### src/cms_pkg.sv
`default_nettype none
package cms_pkg;
   // word indices; byte address is four times the index
   localparam logic [5:0] CMS_IDX_GEN_STATUS = 6'h00;
   localparam logic [5:0] CMS_IDX_CFG_ERR = 6'h02;
   localparam logic [5:0] CMS_IDX_MEM_STATUS = 6'h13;
   localparam logic [5:0] CMS_IDX_IRQ_STATUS = 6'h20;
   localparam logic [5:0] CMS_IDX_IRQ_MASK = 6'h21;
   localparam logic [5:0] CMS_IDX_CONTROL = 6'h22;

   localparam int CMS_ADR_W = 8;
   localparam int CMS_WORD_W = 16;

   // general status word
   localparam int CMS_GEN_CFG_ERR_BIT = 1;
   // configuration error word
   localparam int CMS_CFG_ARRANGE_BIT = 8;
   // memory and write mode status word
   localparam int CMS_MEM_SAVE_ERR_BIT = 1;
   localparam int CMS_MEM_REG_ERR_BIT = 3;
   localparam int CMS_MEM_WMODE_BIT = 8;
   localparam int CMS_MEM_DIRTY_BIT = 9;

   // control word
   localparam int CMS_CTL_WMODE_BIT = 0;
   localparam int CMS_CTL_STORE_BIT = 1;
   localparam logic [1:0] CMS_CTL_RESET = 2'h0;

   // interrupt event bits, same layout in status and mask
   localparam int CMS_EV_COUNT = 4;
   localparam int CMS_EV_ARRANGE = 0;
   localparam int CMS_EV_SAVE = 1;
   localparam int CMS_EV_REG = 2;
   localparam int CMS_EV_DIRTY = 3;
   localparam logic [3:0] CMS_IRQ_RESET = 4'h0;

   typedef enum logic {CMS_WMODE_BACKUP, CMS_WMODE_RAM_ONLY} cms_wmode_t;
endpackage
`default_nettype wire

### src/cms_dirty_track.sv
`default_nettype none
module cms_dirty_track
   import cms_pkg::*;
(
   input wire logic clk,
   input wire logic rst,
   input wire cms_pkg::cms_wmode_t wmode,
   input wire logic setting_write,
   input wire logic nv_store_done,
   output logic dirty
);
   import cms_pkg::*;

   logic dirty_q;
   logic dirty_d;
   logic set_dirty;

   // in backup mode every write also lands in nonvolatile memory, so no gap opens
   assign set_dirty = setting_write && (wmode == CMS_WMODE_RAM_ONLY);
   // a write in the same cycle as a finished store leaves the copies apart
   assign dirty_d = set_dirty ? 1'b1 : (nv_store_done ? 1'b0 : dirty_q);
   assign dirty = dirty_q;

   always_ff @(posedge clk)
   begin
      if (rst)
         dirty_q <= 1'b0;
      else
         dirty_q <= dirty_d;
   end
endmodule // cms_dirty_track
`default_nettype wire

### src/cms_status_regs.sv
// Behaviour
// - arrangement flag set while unit left of head
// - report interrupted secondary RAM save
// - report interrupted configuration registration
// - write mode bit: backup or RAM only
// - consistency bit: one while RAM differs
// - memory status word at index 13h
// - general status summarises configuration errors
`default_nettype none
module cms_status_regs
   import cms_pkg::*;
(
   input wire logic clk,
   input wire logic rst,
   input wire logic wb_cyc_i,
   input wire logic wb_stb_i,
   input wire logic wb_we_i,
   input wire logic [cms_pkg::CMS_ADR_W-1:0] wb_adr_i,
   input wire logic [3:0] wb_sel_i,
   input wire logic [31:0] wb_dat_i,
   output logic [31:0] wb_dat_o,
   output logic wb_ack_o,
   input wire logic unit_left_of_head,
   input wire logic secondary_ram_area_save_aborted,
   input wire logic registration_aborted,
   input wire logic setting_write,
   input wire logic nv_store_done,
   output logic nv_store_req,
   output logic backup_write_en,
   output logic irq
);
   import cms_pkg::*;

   function automatic logic reg_hit(input logic [CMS_ADR_W-1:0] adr, input logic [5:0] idx);
      reg_hit = (adr[CMS_ADR_W-1:2] == idx) && (adr[1:0] == 2'h0);
   endfunction

   // bus handshake
   logic access;
   logic wr_stb;
   logic rd_stb;
   logic ack_q;
   logic [31:0] dat_q;
   logic [31:0] dat_d;

   // the ack cycle is not taken again, so a held request is served every other cycle
   assign access = wb_cyc_i && wb_stb_i && !ack_q;
   assign wr_stb = access && wb_we_i;
   assign rd_stb = access && !wb_we_i;

   // address decode
   // the two low address bits must be zero, else the access counts as unmapped
   wire hit_gen = reg_hit(wb_adr_i, CMS_IDX_GEN_STATUS);
   wire hit_cfg = reg_hit(wb_adr_i, CMS_IDX_CFG_ERR);
   wire hit_mem = reg_hit(wb_adr_i, CMS_IDX_MEM_STATUS);
   wire hit_ists = reg_hit(wb_adr_i, CMS_IDX_IRQ_STATUS);
   wire hit_imsk = reg_hit(wb_adr_i, CMS_IDX_IRQ_MASK);
   wire hit_ctl = reg_hit(wb_adr_i, CMS_IDX_CONTROL);
   wire lane0 = wb_sel_i[0];

   // sampled status inputs
   logic arrange_q;
   logic save_err_q;
   logic reg_err_q;
   logic arrange_prev_q;
   logic save_prev_q;
   logic reg_prev_q;
   logic dirty_prev_q;
   logic dirty;

   // error flags follow their inputs; the power-loss record itself is kept outside
   always_ff @(posedge clk)
   begin
      if (rst)
         arrange_q <= 1'b0;
      else
         arrange_q <= unit_left_of_head;
   end

   always_ff @(posedge clk)
   begin
      if (rst)
         save_err_q <= 1'b0;
      else
         save_err_q <= secondary_ram_area_save_aborted;
   end

   always_ff @(posedge clk)
   begin
      if (rst)
         reg_err_q <= 1'b0;
      else
         reg_err_q <= registration_aborted;
   end

   // previous levels for the rising-edge events; cleared so that a level held
   // through reset still shows up as one event after release
   always_ff @(posedge clk)
   begin
      if (rst)
         arrange_prev_q <= 1'b0;
      else
         arrange_prev_q <= arrange_q;
   end

   always_ff @(posedge clk)
   begin
      if (rst)
         save_prev_q <= 1'b0;
      else
         save_prev_q <= save_err_q;
   end

   always_ff @(posedge clk)
   begin
      if (rst)
         reg_prev_q <= 1'b0;
      else
         reg_prev_q <= reg_err_q;
   end

   always_ff @(posedge clk)
   begin
      if (rst)
         dirty_prev_q <= 1'b0;
      else
         dirty_prev_q <= dirty;
   end

   // control word: write mode and a one-shot store command
   logic [1:0] ctl_q;
   logic [1:0] ctl_d;
   logic store_req_q;
   logic ctl_wr;
   cms_wmode_t wmode;

   assign ctl_wr = wr_stb && hit_ctl && lane0;
   assign ctl_d = ctl_wr ? wb_dat_i[1:0] : ctl_q;
   assign wmode = ctl_q[CMS_CTL_WMODE_BIT] ? CMS_WMODE_RAM_ONLY : CMS_WMODE_BACKUP;

   // store bit never stays set, so each write asks for one store only
   always_ff @(posedge clk)
   begin
      if (rst)
         ctl_q <= CMS_CTL_RESET;
      else
         ctl_q <= {1'b0, ctl_d[CMS_CTL_WMODE_BIT]};
   end

   // a mode change leaves the consistency bit alone; only a finished store clears it
   always_ff @(posedge clk)
   begin
      if (rst)
         store_req_q <= 1'b0;
      else
         store_req_q <= ctl_wr && wb_dat_i[CMS_CTL_STORE_BIT];
   end

   assign nv_store_req = store_req_q;
   assign backup_write_en = (wmode == CMS_WMODE_BACKUP);

   // consistency is tracked apart so that its set and clear rules stay in one place
   cms_dirty_track u_dirty
   (
      .clk(clk),
      .rst(rst),
      .wmode(wmode),
      .setting_write(setting_write),
      .nv_store_done(nv_store_done),
      .dirty(dirty)
   );

   // status word images; unused bits are tied low
   logic [CMS_WORD_W-1:0] cfg_word;
   logic [CMS_WORD_W-1:0] mem_word;
   logic [CMS_WORD_W-1:0] gen_word;

   always_comb
   begin
      cfg_word = '0;
      cfg_word[CMS_CFG_ARRANGE_BIT] = arrange_q;
   end

   always_comb
   begin
      mem_word = '0;
      // bits 8 and 9 come from control state and the tracker, not from pins
      mem_word[CMS_MEM_SAVE_ERR_BIT] = save_err_q;
      mem_word[CMS_MEM_REG_ERR_BIT] = reg_err_q;
      mem_word[CMS_MEM_WMODE_BIT] = (wmode == CMS_WMODE_RAM_ONLY);
      mem_word[CMS_MEM_DIRTY_BIT] = dirty;
   end

   always_comb
   begin
      gen_word = '0;
      // any configuration error word bit raises the summary
      gen_word[CMS_GEN_CFG_ERR_BIT] = |cfg_word;
   end

   // interrupts: sticky events, write one to clear, mask gates the output
   logic [CMS_EV_COUNT-1:0] ev;
   logic [CMS_EV_COUNT-1:0] ists_q;
   logic [CMS_EV_COUNT-1:0] ists_d;
   logic [CMS_EV_COUNT-1:0] imsk_q;
   logic [CMS_EV_COUNT-1:0] clr;
   logic ists_wr;
   logic imsk_wr;

   // events are rising edges of the flags; a flag that stays up is counted once
   assign ev[CMS_EV_ARRANGE] = arrange_q && !arrange_prev_q;
   assign ev[CMS_EV_SAVE] = save_err_q && !save_prev_q;
   assign ev[CMS_EV_REG] = reg_err_q && !reg_prev_q;
   assign ev[CMS_EV_DIRTY] = dirty && !dirty_prev_q;

   assign ists_wr = wr_stb && hit_ists && lane0;
   assign imsk_wr = wr_stb && hit_imsk && lane0;
   assign clr = ists_wr ? wb_dat_i[CMS_EV_COUNT-1:0] : '0;

   genvar gi;
   generate
      for (gi = 0; gi < CMS_EV_COUNT; gi++)
      begin : g_ev
         // a new event in the clearing cycle keeps its bit
         assign ists_d[gi] = ev[gi] || (ists_q[gi] && !clr[gi]);
      end
   endgenerate

   always_ff @(posedge clk)
   begin
      if (rst)
         ists_q <= CMS_IRQ_RESET;
      else
         ists_q <= ists_d;
   end

   always_ff @(posedge clk)
   begin
      if (rst)
         imsk_q <= CMS_IRQ_RESET;
      else if (imsk_wr)
         imsk_q <= wb_dat_i[CMS_EV_COUNT-1:0];
   end

   logic irq_q;

   // irq follows the next status, so a clear and the drop of irq share one edge
   always_ff @(posedge clk)
   begin
      if (rst)
         irq_q <= 1'b0;
      else
         irq_q <= |(ists_d & imsk_q);
   end

   assign irq = irq_q;

   // read mux; writes to the status words fall through with no effect
   wire [31:0] rd_gen = {16'h0000, gen_word};
   wire [31:0] rd_cfg = {16'h0000, cfg_word};
   wire [31:0] rd_mem = {16'h0000, mem_word};
   wire [31:0] rd_ists = {28'h0000000, ists_q};
   wire [31:0] rd_imsk = {28'h0000000, imsk_q};
   wire [31:0] rd_ctl = {30'h00000000, ctl_q};

   always_comb
   begin
      dat_d = 32'h00000000;
      if (hit_gen)
         dat_d = rd_gen;
      else if (hit_cfg)
         dat_d = rd_cfg;
      else if (hit_mem)
         dat_d = rd_mem;
      else if (hit_ists)
         dat_d = rd_ists;
      else if (hit_imsk)
         dat_d = rd_imsk;
      else if (hit_ctl)
         dat_d = rd_ctl;
   end

   // every access is answered in one cycle; unmapped reads return zero
   always_ff @(posedge clk)
   begin
      if (rst)
         ack_q <= 1'b0;
      else
         ack_q <= access;
   end

   // read data holds until the next read, so a late sample still sees the word
   always_ff @(posedge clk)
   begin
      if (rst)
         dat_q <= 32'h00000000;
      else if (rd_stb)
         dat_q <= dat_d;
   end

   assign wb_ack_o = ack_q;
   assign wb_dat_o = dat_q;
endmodule // cms_status_regs
`default_nettype wire

### config.mk
export PLATFORM = sky130hd
export DESIGN_NAME = cms_status_regs
export DESIGN_NICKNAME = d
export VERILOG_FILES = /design/src/cms_pkg.sv /design/src/cms_dirty_track.sv /design/src/cms_status_regs.sv
export SDC_FILE = /design/constraint.sdc
export NUM_CORES = 1
export LEC_CHECK = 0
export BUFFER_PORTS_ARGS = -buffer_cell sky130_fd_sc_hd__buf_4
export CAP_MARGIN = 5
export CORE_ASPECT_RATIO = 0.8
export CORE_MARGIN = 2
export CORE_UTILIZATION = 42
export CTS_CLUSTER_DIAMETER = 150
export DETAILED_ROUTE_END_ITERATION = 12
export MAX_ROUTING_LAYER = met4
export PLACE_DENSITY = 0.88
export SYNTH_ARGS = -nofsm -noshare
export SYNTH_HDL_FRONTEND = slang
export SYNTH_SLANG_ARGS = --single-unit
### constraint.sdc
create_clock -name clk -period 1.9 [get_ports clk]
set_clock_uncertainty 0.05 [all_clocks]
set_input_delay 0.095 -clock clk [delete_from_list [all_inputs] [get_ports clk]]
set_output_delay 0.095 -clock clk [all_outputs]
set_load 0.01 [all_outputs]
* Yosys cells after proc, flatten, opt, wreduce, memory -nomap -nowiden
Index checks and enable logic that the tools add are counted.
Storage, ports and cells: bits in latches 0, word-level logic and storage cells 76, bits in read-only memories 0, memories 0, input port bits 54, flip-flop bits (word level) 52, bits in writable memories 0, output and inout bits 36
Operators by class: bitwise gates (word level) 2, multiply operators 0, div/mod/pow operators 0, $add $sub $neg 0, reduce and logical (&&, ||, !) cells 44, muxes and demuxes 10, magnitude comparators 0, shifts and indexed selects 0, equality and inequality tests 5
Operator list (number):
- 2-to-1 mux 32 bit | 1
- logical AND 1 bit | 26
- 2-to-1 mux 10 bit | 2
- equality test 6 bit, second input constant | 3
- 2-to-1 mux 4 bit | 3
- zero test 1 bit | 10
- equality test 6 x 2 -> 1 bit, second input constant | 1
- equality test 6 x 5 -> 1 bit, second input constant | 1
- zero test 6 bit | 1
- bitwise AND 4 bit | 1
- logical OR 1 bit | 4
- 2-to-1 mux 1 bit | 4
- OR reduction 4 bit | 1
- zero test 2 bit | 1
- nonzero test 2 bit | 1
- inverter 1 bit | 1

* Depth between registers and ports, before layout
Gate-level depths: netlist of run 1.
depth in word-level cells 11, depth in mapped cells 6, depth with buffers taken out 4

* Hierarchy
A second synthesis of run 1 with hierarchy kept.
Unflattened totals: cells, all modules 166, area total of the unflattened synthesis 1403.8 um^2
By module, submodules not included:
- cms_status_regs | times used 1, sequential area each 500.5 um^2, area an instance 1365.1 um^2, cells an instance 162
- cms_dirty_track | times used 1, sequential area each 20.0 um^2, area an instance 38.8 um^2, cells an instance 4

* Worst setup path after synthesis of run 1
No wires, ideal clock.
kind input-to-reg, start input port wb_adr_i[5] in the netlist's numbering, end register irq_q, in the netlist irq, buffers on the path 2, data required time 1.720 ns, library setup time 0.130 ns, cell stages on the path 6, arrival 1.598 ns, slack 0.122 ns, cell sequence or4_4 -> buf_6 -> or4_4 -> buf_6 -> o211ai_1 -> nand4_1
Between the ends: cells in the longest elaborated chain, start to end 10, elaborated cells between the ends (all ways) 19, classes of those cells eq/ne (1); mux (1); bitwise (1); reduce/logical (16)
RTL lines:
- start, declared | RTL line cms_status_regs.sv:18 | input wire logic [cms_pkg::CMS_ADR_W-1:0] wb_adr_i,
- equality test 6 bit (*) | RTL line cms_status_regs.sv:35 | reg_hit = (adr[CMS_ADR_W-1:2] == idx) && (adr[1:0] == 2'h0);
- logical AND 1 bit (*) | RTL line cms_status_regs.sv:35
- logical AND 1 bit (*) (2 in a row) | RTL line cms_status_regs.sv:216 | assign ists_wr = wr_stb && hit_ists && lane0;
- 2-to-1 mux 4 bit (*) | RTL line cms_status_regs.sv:218 | assign clr = ists_wr ? wb_dat_i[CMS_EV_COUNT-1:0] : '0;
- zero test 1 bit | RTL line cms_status_regs.sv:225 | assign ists_d[gi] = ev[gi] || (ists_q[gi] && !clr[gi]);
- logical AND 1 bit | RTL line cms_status_regs.sv:225
- logical OR 1 bit | RTL line cms_status_regs.sv:225
- bitwise AND 4 bit (*) | RTL line cms_status_regs.sv:253 | irq_q <= |(ists_d & imsk_q);
- OR reduction 4 bit (*) | RTL line cms_status_regs.sv:253
- end signal, assigned | RTL line cms_status_regs.sv:253
- end, declared | RTL line cms_status_regs.sv:245 | logic irq_q;
Every way passes the cells marked *; elsewhere a longest branch is shown, timed or not. A chain may end at the register's enable or synchronous reset.

* Final worst setup path of run 1
start register ack_q, in the netlist wb_ack_o, end register imsk_q[0]
Between the ends: cells in the longest elaborated chain, start to end 5
RTL lines:
- start, declared | RTL line cms_status_regs.sv:42 | logic ack_q;
- start signal, assigned | RTL line cms_status_regs.sv:289 | ack_q <= access;
- zero test 1 bit | RTL line cms_status_regs.sv:47 | assign access = wb_cyc_i && wb_stb_i && !ack_q;
- logical AND 1 bit | RTL line cms_status_regs.sv:47
- logical AND 1 bit | RTL line cms_status_regs.sv:48 | assign wr_stb = access && wb_we_i;
- logical AND 1 bit (2 in a row) | RTL line cms_status_regs.sv:217 | assign imsk_wr = wr_stb && hit_imsk && lane0;
- end signal, assigned | RTL line cms_status_regs.sv:242 | imsk_q <= wb_dat_i[CMS_EV_COUNT-1:0];
- end, declared | RTL line cms_status_regs.sv:205 | logic [CMS_EV_COUNT-1:0] imsk_q;
Every way passes these cells.

==> results of run 1 <==
==> power by group through the flow <==
stage	registers [W]	clock network (W)	logic, W
finish	0.000561	0.000355	0.000149
global route	0.000563	0.000388	0.000165
CTS	0.000561	0.000361	0.000147
detailed placement	0.000574	0	0.000141
global placement	0.000573	0	0.000139
floorplan	0.000573	0	0.000120
==> stage by stage <==
stage          instance area [µm²]  hold WS (ns)  setup slack [ns]  total power, W
2_1_floorplan                 1520         0.173             0.122        0.000693
3_3_place_gp                  1610         0.257            0.0484        0.000712
3_5_place_dp                  1610         0.261            0.0627        0.000715
4_1_cts                       1700        0.0296             0.278         0.00107
5_1_grt                       1700        0.0211             0.157         0.00112
6_report                      1700        0.0308             0.274         0.00107
==> cell families after synthesis <==
logic type / after synthesis / share of synthesized area
AOI/OAI and AO/OA: 37 / 0.167
other: 1 / 0.00262
DFF: 26 / 0.364
and+or+nand+nor: 68 / 0.280
buffers and inverters: 41 / 0.186
==> layer usage <==
| layer | track usage | routed length (µm) |
|---|---|---|
| met5 | - | 0 |
| met4 | 0.0420 | 29 |
| met2 | 0.255 | 1450 |
| met3 | 0.0417 | 220 |
| met1 | 0.216 | 1390 |
==> placed cells by master (no fill, tap or decap), drive strengths merged, types with 2 or more instances in the layout <==
master,count
conb,26
dfxtp,26
nand2,14
nor4,3
buf,37
o211ai,4
nand2b,8
inv,7
nand3,8
a21oi,14
nor3,3
o21ai,7
nor2,9
or4,3
dlygate4sd3,3
nor4b,2
clkbuf,4
nor2b,9
nand4,3
a22oi,2
o21a,5
==> critical path, stage by stage (launching register included) <==
cell      delay (ns)
dfxtp_1         0.34
nand3b_1        0.19
buf_4           0.17
nor4_2          0.51
nand3_1         0.16
a21oi_1         0.15
==> area by class of cell <==
class | instances | area share
multi-input combinational | 131 | 0.434
sequential | 26 | 0.307
timing repair buffer | 40 | 0.181
clock buffer | 4 | 0.0324
tap | 40 | 0.0295
inverter | 7 | 0.0155
==> path summary, 6_finish.rpt <==
path	from	endpoint	slack, ns	depth (start not counted)
worst max-delay path	wb_ack_o$_SDFF_PP0_	imsk_q[0]$_SDFFE_PP0P_	0.27	5
worst min-delay path	nv_store_done	u_dirty.dirty$_SDFFE_PP0P_	0.03	3
worst max register to register	wb_ack_o$_SDFF_PP0_	imsk_q[0]$_SDFFE_PP0P_	0.27	5
worst min register to register	wb_dat_o[8]$_SDFFE_PP0P_	wb_dat_o[8]$_SDFFE_PP0P_	0.42	2
==> flip-flops by register name, indices dropped and copies added (netlist names) <==
| signal | count |
|---|---|
| arrange_prev_q | 1 |
| arrange_q | 1 |
| ctl_q | 1 |
| dirty_prev_q | 1 |
| imsk_q | 4 |
| irq | 1 |
| ists_q | 4 |
| nv_store_req | 1 |
| reg_err_q | 1 |
| reg_prev_q | 1 |
| save_err_q | 1 |
| save_prev_q | 1 |
| u_dirty.dirty | 1 |
| wb_ack_o | 1 |
| wb_dat_o | 6 |
==> tab_implementation.tex, run 1 <==
\begin{tabular}{lr}
\hline
Metric & Value \\
\hline
\multicolumn{2}{l}{\textbf{Layout}} \\
\quad Total area of multi-input combinational cells & 737 µm² \\
\quad Area of all sequential standard cells & 520 µm² \\
\quad Post-route insts no fill & 248 \\
\quad Ant diodes & 0 \\
\quad Nets@finish & 263 \\
\quad Layout cell share with drive strength beyond 1 & 0.226 \\
\quad Fillers & 322 \\
\quad Core occupancy in the finished layout & 0.534 \\
\quad Relative area change from synthesis to final layout & 18.6\% \\
\multicolumn{2}{l}{\textbf{Clock network}} \\
\quad TritonCTS clock tree & built \\
\quad Number of gates resized after CTS & 0 \\
\quad Number of buffers inserted for hold repair after clock tree synthesis & 3 \\
\quad CTS Root Cell & clkbuf\_8 \\
\quad Clock transition at the registers of the reported paths & 0.09 ns \\
\quad Clock sink count & 26 \\
\quad Number of buffers inserted to repair setup after CTS & 0 \\
\quad CTS Buf Count & 3 \\
\quad Number of levels the H-tree was split into & 1 \\
\quad Clock latency at the later pin of the worst-skew pair & 0.27 ns \\
\quad Maximum clock path buffer count & 2 \\
\multicolumn{2}{l}{\textbf{Yosys}} \\
\quad Top flip-flop cell by instance count after synthesis & dfxtp\_1 \\
\quad Top area cells in the synthesized netlist & dfxtp\_1, buf\_4, a21oi\_1 \\
\quad Number of enable flip-flop cells after synthesis & 0 \\
\quad Top cell type by total area after synthesis & dfxtp\_1 \\
\quad Cell types with the highest counts after synthesis & buf\_4, dfxtp\_1, a21oi\_1, nand2\_1 \\
\quad Async S/R FF share, synth & 0 \\
\quad Post-synth top area share & 0.364 \\
\quad Post-Syn Instances & 173 \\
\quad Number of flip-flops and latches in the synthesized netlist & 26 \\
\quad Post-synthesis instance area & 1430 µm² \\
\quad Sequential element share of the synthesized area & 0.364 \\
\quad Syn\_area\_per\_cell & 8.27 µm² \\
\quad Ys Warns & 0 \\
\quad Number of distinct library cells after synthesis & 34 \\
\multicolumn{2}{l}{\textbf{STA}} \\
\quad Measured slew at the worst slew-check pin & 0.520 ns \\
\quad Post-layout minimum cycle time & 1.63 ns \\
\quad Ratio of final minimum period to clock period & 0.856 \\
\quad RSZ-0062 raised after global routing & false \\
\quad Setup TNS Final & 0 ns \\
\quad Number of failing hold endpoints at the final stage & 0 \\
\quad Relative slew margins & 0.651 \\
\quad Number of setup violations in the final report & 0 \\
\quad Final number of max-transition violations & 0 \\
\quad Timing-limited maximum frequency & 0.615 GHz \\
\multicolumn{2}{l}{\textbf{Power and ir drop}} \\
\quad PD cells & 628 nW/µm² \\
\quad Leakage power summed over all cells & 0.688 nW \\
\quad Proportion of power drawn by combinational gates & 0.140 \\
\quad Internal Dissipation & 0.000804 W \\
\quad Reg power frac & 0.527 \\
\quad Switching portion of total power & 0.246 \\
\quad Part of the total power dissipated in the clock network & 0.333 \\
\quad VDD IR-drop max & 424 µV \\
\quad Power dissipated by switching net loads & 0.000261 W \\
\multicolumn{2}{l}{\textbf{Floorplan}} \\
\quad Die outline width & 69.2 µm \\
\quad Die height & 56.2 µm \\
\quad IO Count & 90 \\
\quad Effective utilization at floorplan & 0.450 \\
\quad Core Rows & 18 \\
\quad Die Area & 3890 µm² \\
\quad Placeable core area & 3180 µm² \\
\multicolumn{2}{l}{\textbf{Placement}} \\
\quad Number of buffer cells added on primary ports & 32 \\
\quad RD Place Congestion & 0.853 \\
\quad Cell count after placement & 241 \\
\quad Detailed placement HPWL & 2350 µm \\
\multicolumn{2}{l}{\textbf{Drt}} \\
\quad Initial drt markers & 45 \\
\quad Via count & 1,235 \\
\quad Average detailed-routed wire length per instance & 12.5 µm \\
\quad Final routed wirelength across all metal layers & 3090 µm \\
\quad Via density & 4.98 \\
\quad Number of nets with antenna violations after detailed routing & 0 \\
\quad Total DRC errors in the routed layout & 0 \\
\quad Number of detailed-routing iterations run before antenna repair & 4 \\
\multicolumn{2}{l}{\textbf{Global routing}} \\
\quad Remaining Overflow, GRT & 0 \\
\quad Total routing resource utilization after global routing & 0.165 \\
\quad Initial antenna violation count & 0 \\
\quad Largest net degree at the start of global routing & 27 \\
\quad First-pass GRT wire length & 5020 µm \\
\quad Number of global-route vias before repair & 1,082 \\
\multicolumn{2}{l}{\textbf{Run}} \\
\quad Max Cap Viol & 0 \\
\multicolumn{2}{l}{\textbf{Setup path}} \\
\quad WP data required & 2.06 ns \\
\quad Crit path max fanout & 5 \\
\quad Critical Path End Type & flip-flop \\
\quad Startpoint Class & flip-flop \\
\quad Path type of the worst setup path & reg2reg \\
\quad Data arrival time at the worst-slack endpoint & 1.78 ns \\
\multicolumn{2}{l}{\textbf{Outcome}} \\
\quad Run status & completed \\
\multicolumn{2}{l}{\textbf{Min path}} \\
\quad Type of the worst min-delay path & in2reg \\
\hline
\end{tabular}
(Power assumes the default switching activity.)
==> inputs of run 2 (changes only) <==
--- a/config.mk
+++ b/config.mk
@@ -6,14 +6,13 @@
 export NUM_CORES = 1
 export LEC_CHECK = 0
 export BUFFER_PORTS_ARGS = -buffer_cell sky130_fd_sc_hd__buf_4
-export CAP_MARGIN = 5
 export CORE_ASPECT_RATIO = 0.8
 export CORE_MARGIN = 2
-export CORE_UTILIZATION = 42
+export CORE_UTILIZATION = 38
 export CTS_CLUSTER_DIAMETER = 150
 export DETAILED_ROUTE_END_ITERATION = 12
 export MAX_ROUTING_LAYER = met4
-export PLACE_DENSITY = 0.88
+export PLACE_DENSITY = 0.84
 export SYNTH_ARGS = -nofsm -noshare
 export SYNTH_HDL_FRONTEND = slang
 export SYNTH_SLANG_ARGS = --single-unit
==> constraint.sdc (replaced) <==
create_clock -name clk -period 1.4 [get_ports clk]
set_clock_uncertainty 0.05 [all_clocks]
set_input_delay 0.07 -clock clk [delete_from_list [all_inputs] [get_ports clk]]
set_output_delay 0.07 -clock clk [all_outputs]
set_load 0.01 [all_outputs]
==> run 2 against run 1 <==
The run now ends with negative setup slack left. Via count grew 5.3%. Setup slack worse by 0.47 ns. Die area rose by 9.8%. First-iteration DRC count increased by 40%. Core utilization decreased by 0.41 points. Sequential power increased by 36%. Sequential share of layout area is 2.7 points lower. Non-clock buffer count grew 10. Clock-buffer cell count did not move. Routed wire length is 13% higher. Critical endpoint is now imsk_q[2]$_SDFFE_PP0P_. Largest power group unchanged.
==> tab_implementation.tex, run 2 (synthesized netlist as in run 1, its figures left out) <==
\begin{tabular}{lr}
\hline
Metric & Value \\
\hline
\multicolumn{2}{l}{\textbf{Setup path}} \\
\quad Crit path max fanout & 6 (was 5) \\
\quad Kind of cell with the highest combined delay on the critical path & simple AND/OR/NAND/NOR gates (unchanged) \\
\quad Startpoint Class & flip-flop (unchanged) \\
\quad Standard cell with the maximum stage delay on the critical path & or4\_4 (was nor4\_2) \\
\quad Reg2reg setup slack & -0.20 ns (was 0.27 ns) \\
\quad Sequence of cells on the critical path & nand3b\_1, buf\_4, or4\_4, o21ai\_2, a21oi\_1 (was nand3b\_1, buf\_4, nor4\_2, nand3\_1, a21oi\_1) \\
\quad Terminus of the critical flop-to-flop path & imsk\_q[2]\$\_SDFFE\_PP0P\_ (was imsk\_q[0]\$\_SDFFE\_PP0P\_) \\
\quad Number of buffer and inverter instances along the worst setup path & 1 (unchanged) \\
\quad Max stage delay on crit path & 0.47 ns (was 0.51 ns) \\
\quad Critical Path End Type & flip-flop (unchanged) \\
\quad Data arrival time at the worst-slack endpoint & 1.70 ns (was 1.78 ns) \\
\quad WP data required & 1.50 ns (was 2.06 ns) \\
\quad Path type of the worst setup path & reg2reg (unchanged) \\
\quad Worst R2R Path Depth & 5 (unchanged) \\
\quad FF-to-FF Start & wb\_ack\_o\$\_SDFF\_PP0\_ (unchanged) \\
\multicolumn{2}{l}{\textbf{Power and ir drop}} \\
\quad Leakage power summed over all cells & 0.770 nW (was 0.688 nW) \\
\quad VDD IR-drop max & 442 µV (was 424 µV) \\
\quad Overall power & 0.00148 W (was 0.00107 W) \\
\quad PD cells & 795 nW/µm² (was 628 nW/µm²) \\
\multicolumn{2}{l}{\textbf{Min path}} \\
\quad Hold worst-path end & u\_dirty.dirty\$\_SDFFE\_PP0P\_ (unchanged) \\
\quad Cell depth of the worst min-delay path & 3 (unchanged) \\
\quad Hold Startpoint & nv\_store\_done (unchanged) \\
\quad Type of the worst min-delay path & in2reg (unchanged) \\
\multicolumn{2}{l}{\textbf{Outcome}} \\
\quad Run status & complete, but fails checks (was completed) \\
\quad Violations in the final reports & negative setup slack \\
\multicolumn{2}{l}{\textbf{Layout}} \\
\quad Ant diodes & 0 (unchanged) \\
\quad Final cell area excluding filler cells & 1870 µm² (was 1700 µm²) \\
\quad Layout cell share with drive strength beyond 1 & 0.303 (was 0.226) \\
\quad Area of all sequential standard cells & 522 µm² (was 520 µm²) \\
\quad Nets@finish & 273 (was 263) \\
\quad Relative area change from synthesis to final layout & 30.4\% (was 18.6\%) \\
\quad Core occupancy in the finished layout & 0.530 (was 0.534) \\
\quad Commonest non-fill, non-tap cell in the layout & buf\_4 (unchanged) \\
\quad Total area of multi-input combinational cells & 812 µm² (was 737 µm²) \\
\quad Fillers & 333 (was 322) \\
\quad Max reg flops & 6 (unchanged) \\
\quad Commonest cells after routing, fill and taps aside & buf\_4, conb\_1, dfxtp\_1, nand2\_1, a21oi\_1 (unchanged) \\
\multicolumn{2}{l}{\textbf{Drt}} \\
\quad Via count & 1,301 (was 1,235) \\
\quad Total DRC errors in the routed layout & 0 (unchanged) \\
\quad Number of detailed-routing iterations run before antenna repair & 4 (unchanged) \\
\quad Average detailed-routed wire length per instance & 13.4 µm (was 12.5 µm) \\
\quad Number of nets with antenna violations after detailed routing & 0 (unchanged) \\
\quad Final routed wirelength across all metal layers & 3500 µm (was 3090 µm) \\
\quad Initial drt markers & 63 (was 45) \\
\quad Via density & 5.00 (was 4.98) \\
\multicolumn{2}{l}{\textbf{STA}} \\
\quad Number of failing hold endpoints at the final stage & 0 (unchanged) \\
\quad Timing-limited maximum frequency & 0.626 GHz (was 0.615 GHz) \\
\quad Ratio of final minimum period to clock period & 1.14 (was 0.856) \\
\quad RSZ-0062 raised after global routing & true (was false) \\
\quad Final number of max-transition violations & 0 (unchanged) \\
\quad Post-layout minimum cycle time & 1.60 ns (was 1.63 ns) \\
\quad Worst setup slack after layout & -0.197 ns (was 0.274 ns) \\
\quad Number of setup violations in the final report & 13 (was 0) \\
\multicolumn{2}{l}{\textbf{Global routing}} \\
\quad Largest net degree at the start of global routing & 27 (unchanged) \\
\quad Number of global-route vias before repair & 1,239 (was 1,082) \\
\quad First-pass GRT wire length & 5560 µm (was 5020 µm) \\
\quad Total routing resource utilization after global routing & 0.173 (was 0.165) \\
\quad Initial antenna violation count & 0 (unchanged) \\
\quad Remaining Overflow, GRT & 0 (unchanged) \\
\multicolumn{2}{l}{\textbf{Floorplan}} \\
\quad Effective utilization at floorplan & 0.406 (was 0.450) \\
\quad Die outline width & 72.6 µm (was 69.2 µm) \\
\quad Die Area & 4270 µm² (was 3890 µm²) \\
\quad Placeable core area & 3520 µm² (was 3180 µm²) \\
\quad IO Count & 90 (unchanged) \\
\quad Die height & 58.9 µm (was 56.2 µm) \\
\quad Core Rows & 19 (was 18) \\
\multicolumn{2}{l}{\textbf{Placement}} \\
\quad Placed standard-cell area & 1670 µm² (was 1610 µm²) \\
\quad Worst setup timing slack at the placement stage & -0.362 ns (was 0.0627 ns) \\
\quad Detailed placement HPWL & 2450 µm (was 2350 µm) \\
\quad RD Place Congestion & 0.862 (was 0.853) \\
\quad Number of buffer cells added on primary ports & 32 (unchanged) \\
\multicolumn{2}{l}{\textbf{Clock network}} \\
\quad Number of levels the H-tree was split into & 1 (unchanged) \\
\quad Clock latency at the later pin of the worst-skew pair & 0.27 ns (about the same) \\
\quad Clock sink count & 26 (unchanged) \\
\quad CTS Root Cell & clkbuf\_8 (unchanged) \\
\quad Clock transition at the registers of the reported paths & 0.09 ns (about the same) \\
\quad CTS Buf Count & 3 (unchanged) \\
\quad Maximum clock path buffer count & 2 (unchanged) \\
\quad TritonCTS clock tree & built (unchanged) \\
\multicolumn{2}{l}{\textbf{Run}} \\
\quad Max Cap Viol & 0 (unchanged) \\
\hline
\end{tabular}
-- run 2: cell count changes in the layout (fill, tap and decap cells not counted), sizes merged --
cell	previous run	this run
buf	37	47
-- run 2: per-layer routing --
layer  GRT usage  vias up  share of wire
met1       0.233      607           0.46
met4      0.0476        0          0.011
met2       0.264       47           0.48
met3      0.0394        7          0.055
met5           -        -              0
li1            -      640              -
-- run 2: through the flow --
stage | hold WS [ns] | TNS [ns] | instances
3_5_place_dp | 0.236 | -3.17 | 250
5_1_grt | 0.00985 | -2.29 | 260
4_1_cts | 0.000743 | -0.804 | 258
3_3_place_gp | 0.231 | -3.01 | 250
2_1_floorplan | 0.148 | -1.94 | 198
6_report | 0.00493 | -1.59 | 260
-- run 2: worst max-delay path by stage --
stage               cells after the start                endpoint                 from  slack (ns)
detailed placement                      5          irq$_SDFF_PP0_          wb_adr_i[5]       -0.36
finish                                  5  imsk_q[2]$_SDFFE_PP0P_  wb_ack_o$_SDFF_PP0_       -0.20
floorplan                               6          irq$_SDFF_PP0_          wb_adr_i[5]       -0.29
global route                            5   ctl_q[0]$_SDFFE_PP0P_  wb_ack_o$_SDFF_PP0_       -0.25
global placement                        5          irq$_SDFF_PP0_          wb_adr_i[2]       -0.31
CTS                                     4          irq$_SDFF_PP0_  wb_ack_o$_SDFF_PP0_       -0.16
-- run 2: timing repair --
action	in CTS	in global routing
endpoints found under the setup margin	16	15
hold buffers	3	0
endpoints found under the hold margin	3	0
buffers inserted	1	3
pin swaps	9	6
cloned	0	0
resized for setup	8	8
-- run 2: layout make-up --
cell class | instances | share of cell area
Multi-Input combinational cell | 131 | 0.435
Clock buffer | 4 | 0.0295
Tap cell | 42 | 0.0282
Sequential cell | 26 | 0.280
Timing Repair Buffer | 50 | 0.213
Inverter | 7 | 0.0141
-- run 2: power by group --
| part | internal [W] | total, W | switching (W) |
|---|---|---|---|
| registers | 0.000754 | 0.000762 | 0.00000762 |
| clock network | 0.000251 | 0.000481 | 0.000229 |
| logic | 0.000104 | 0.000240 | 0.000136 |
| total | 0.00111 | 0.00148 | 0.000373 |
-- run 2: tightest hold or removal path: stages --
cell and delay, ns:
buf_4 0.07, nand2b_1 0.08, a21oi_1 0.05
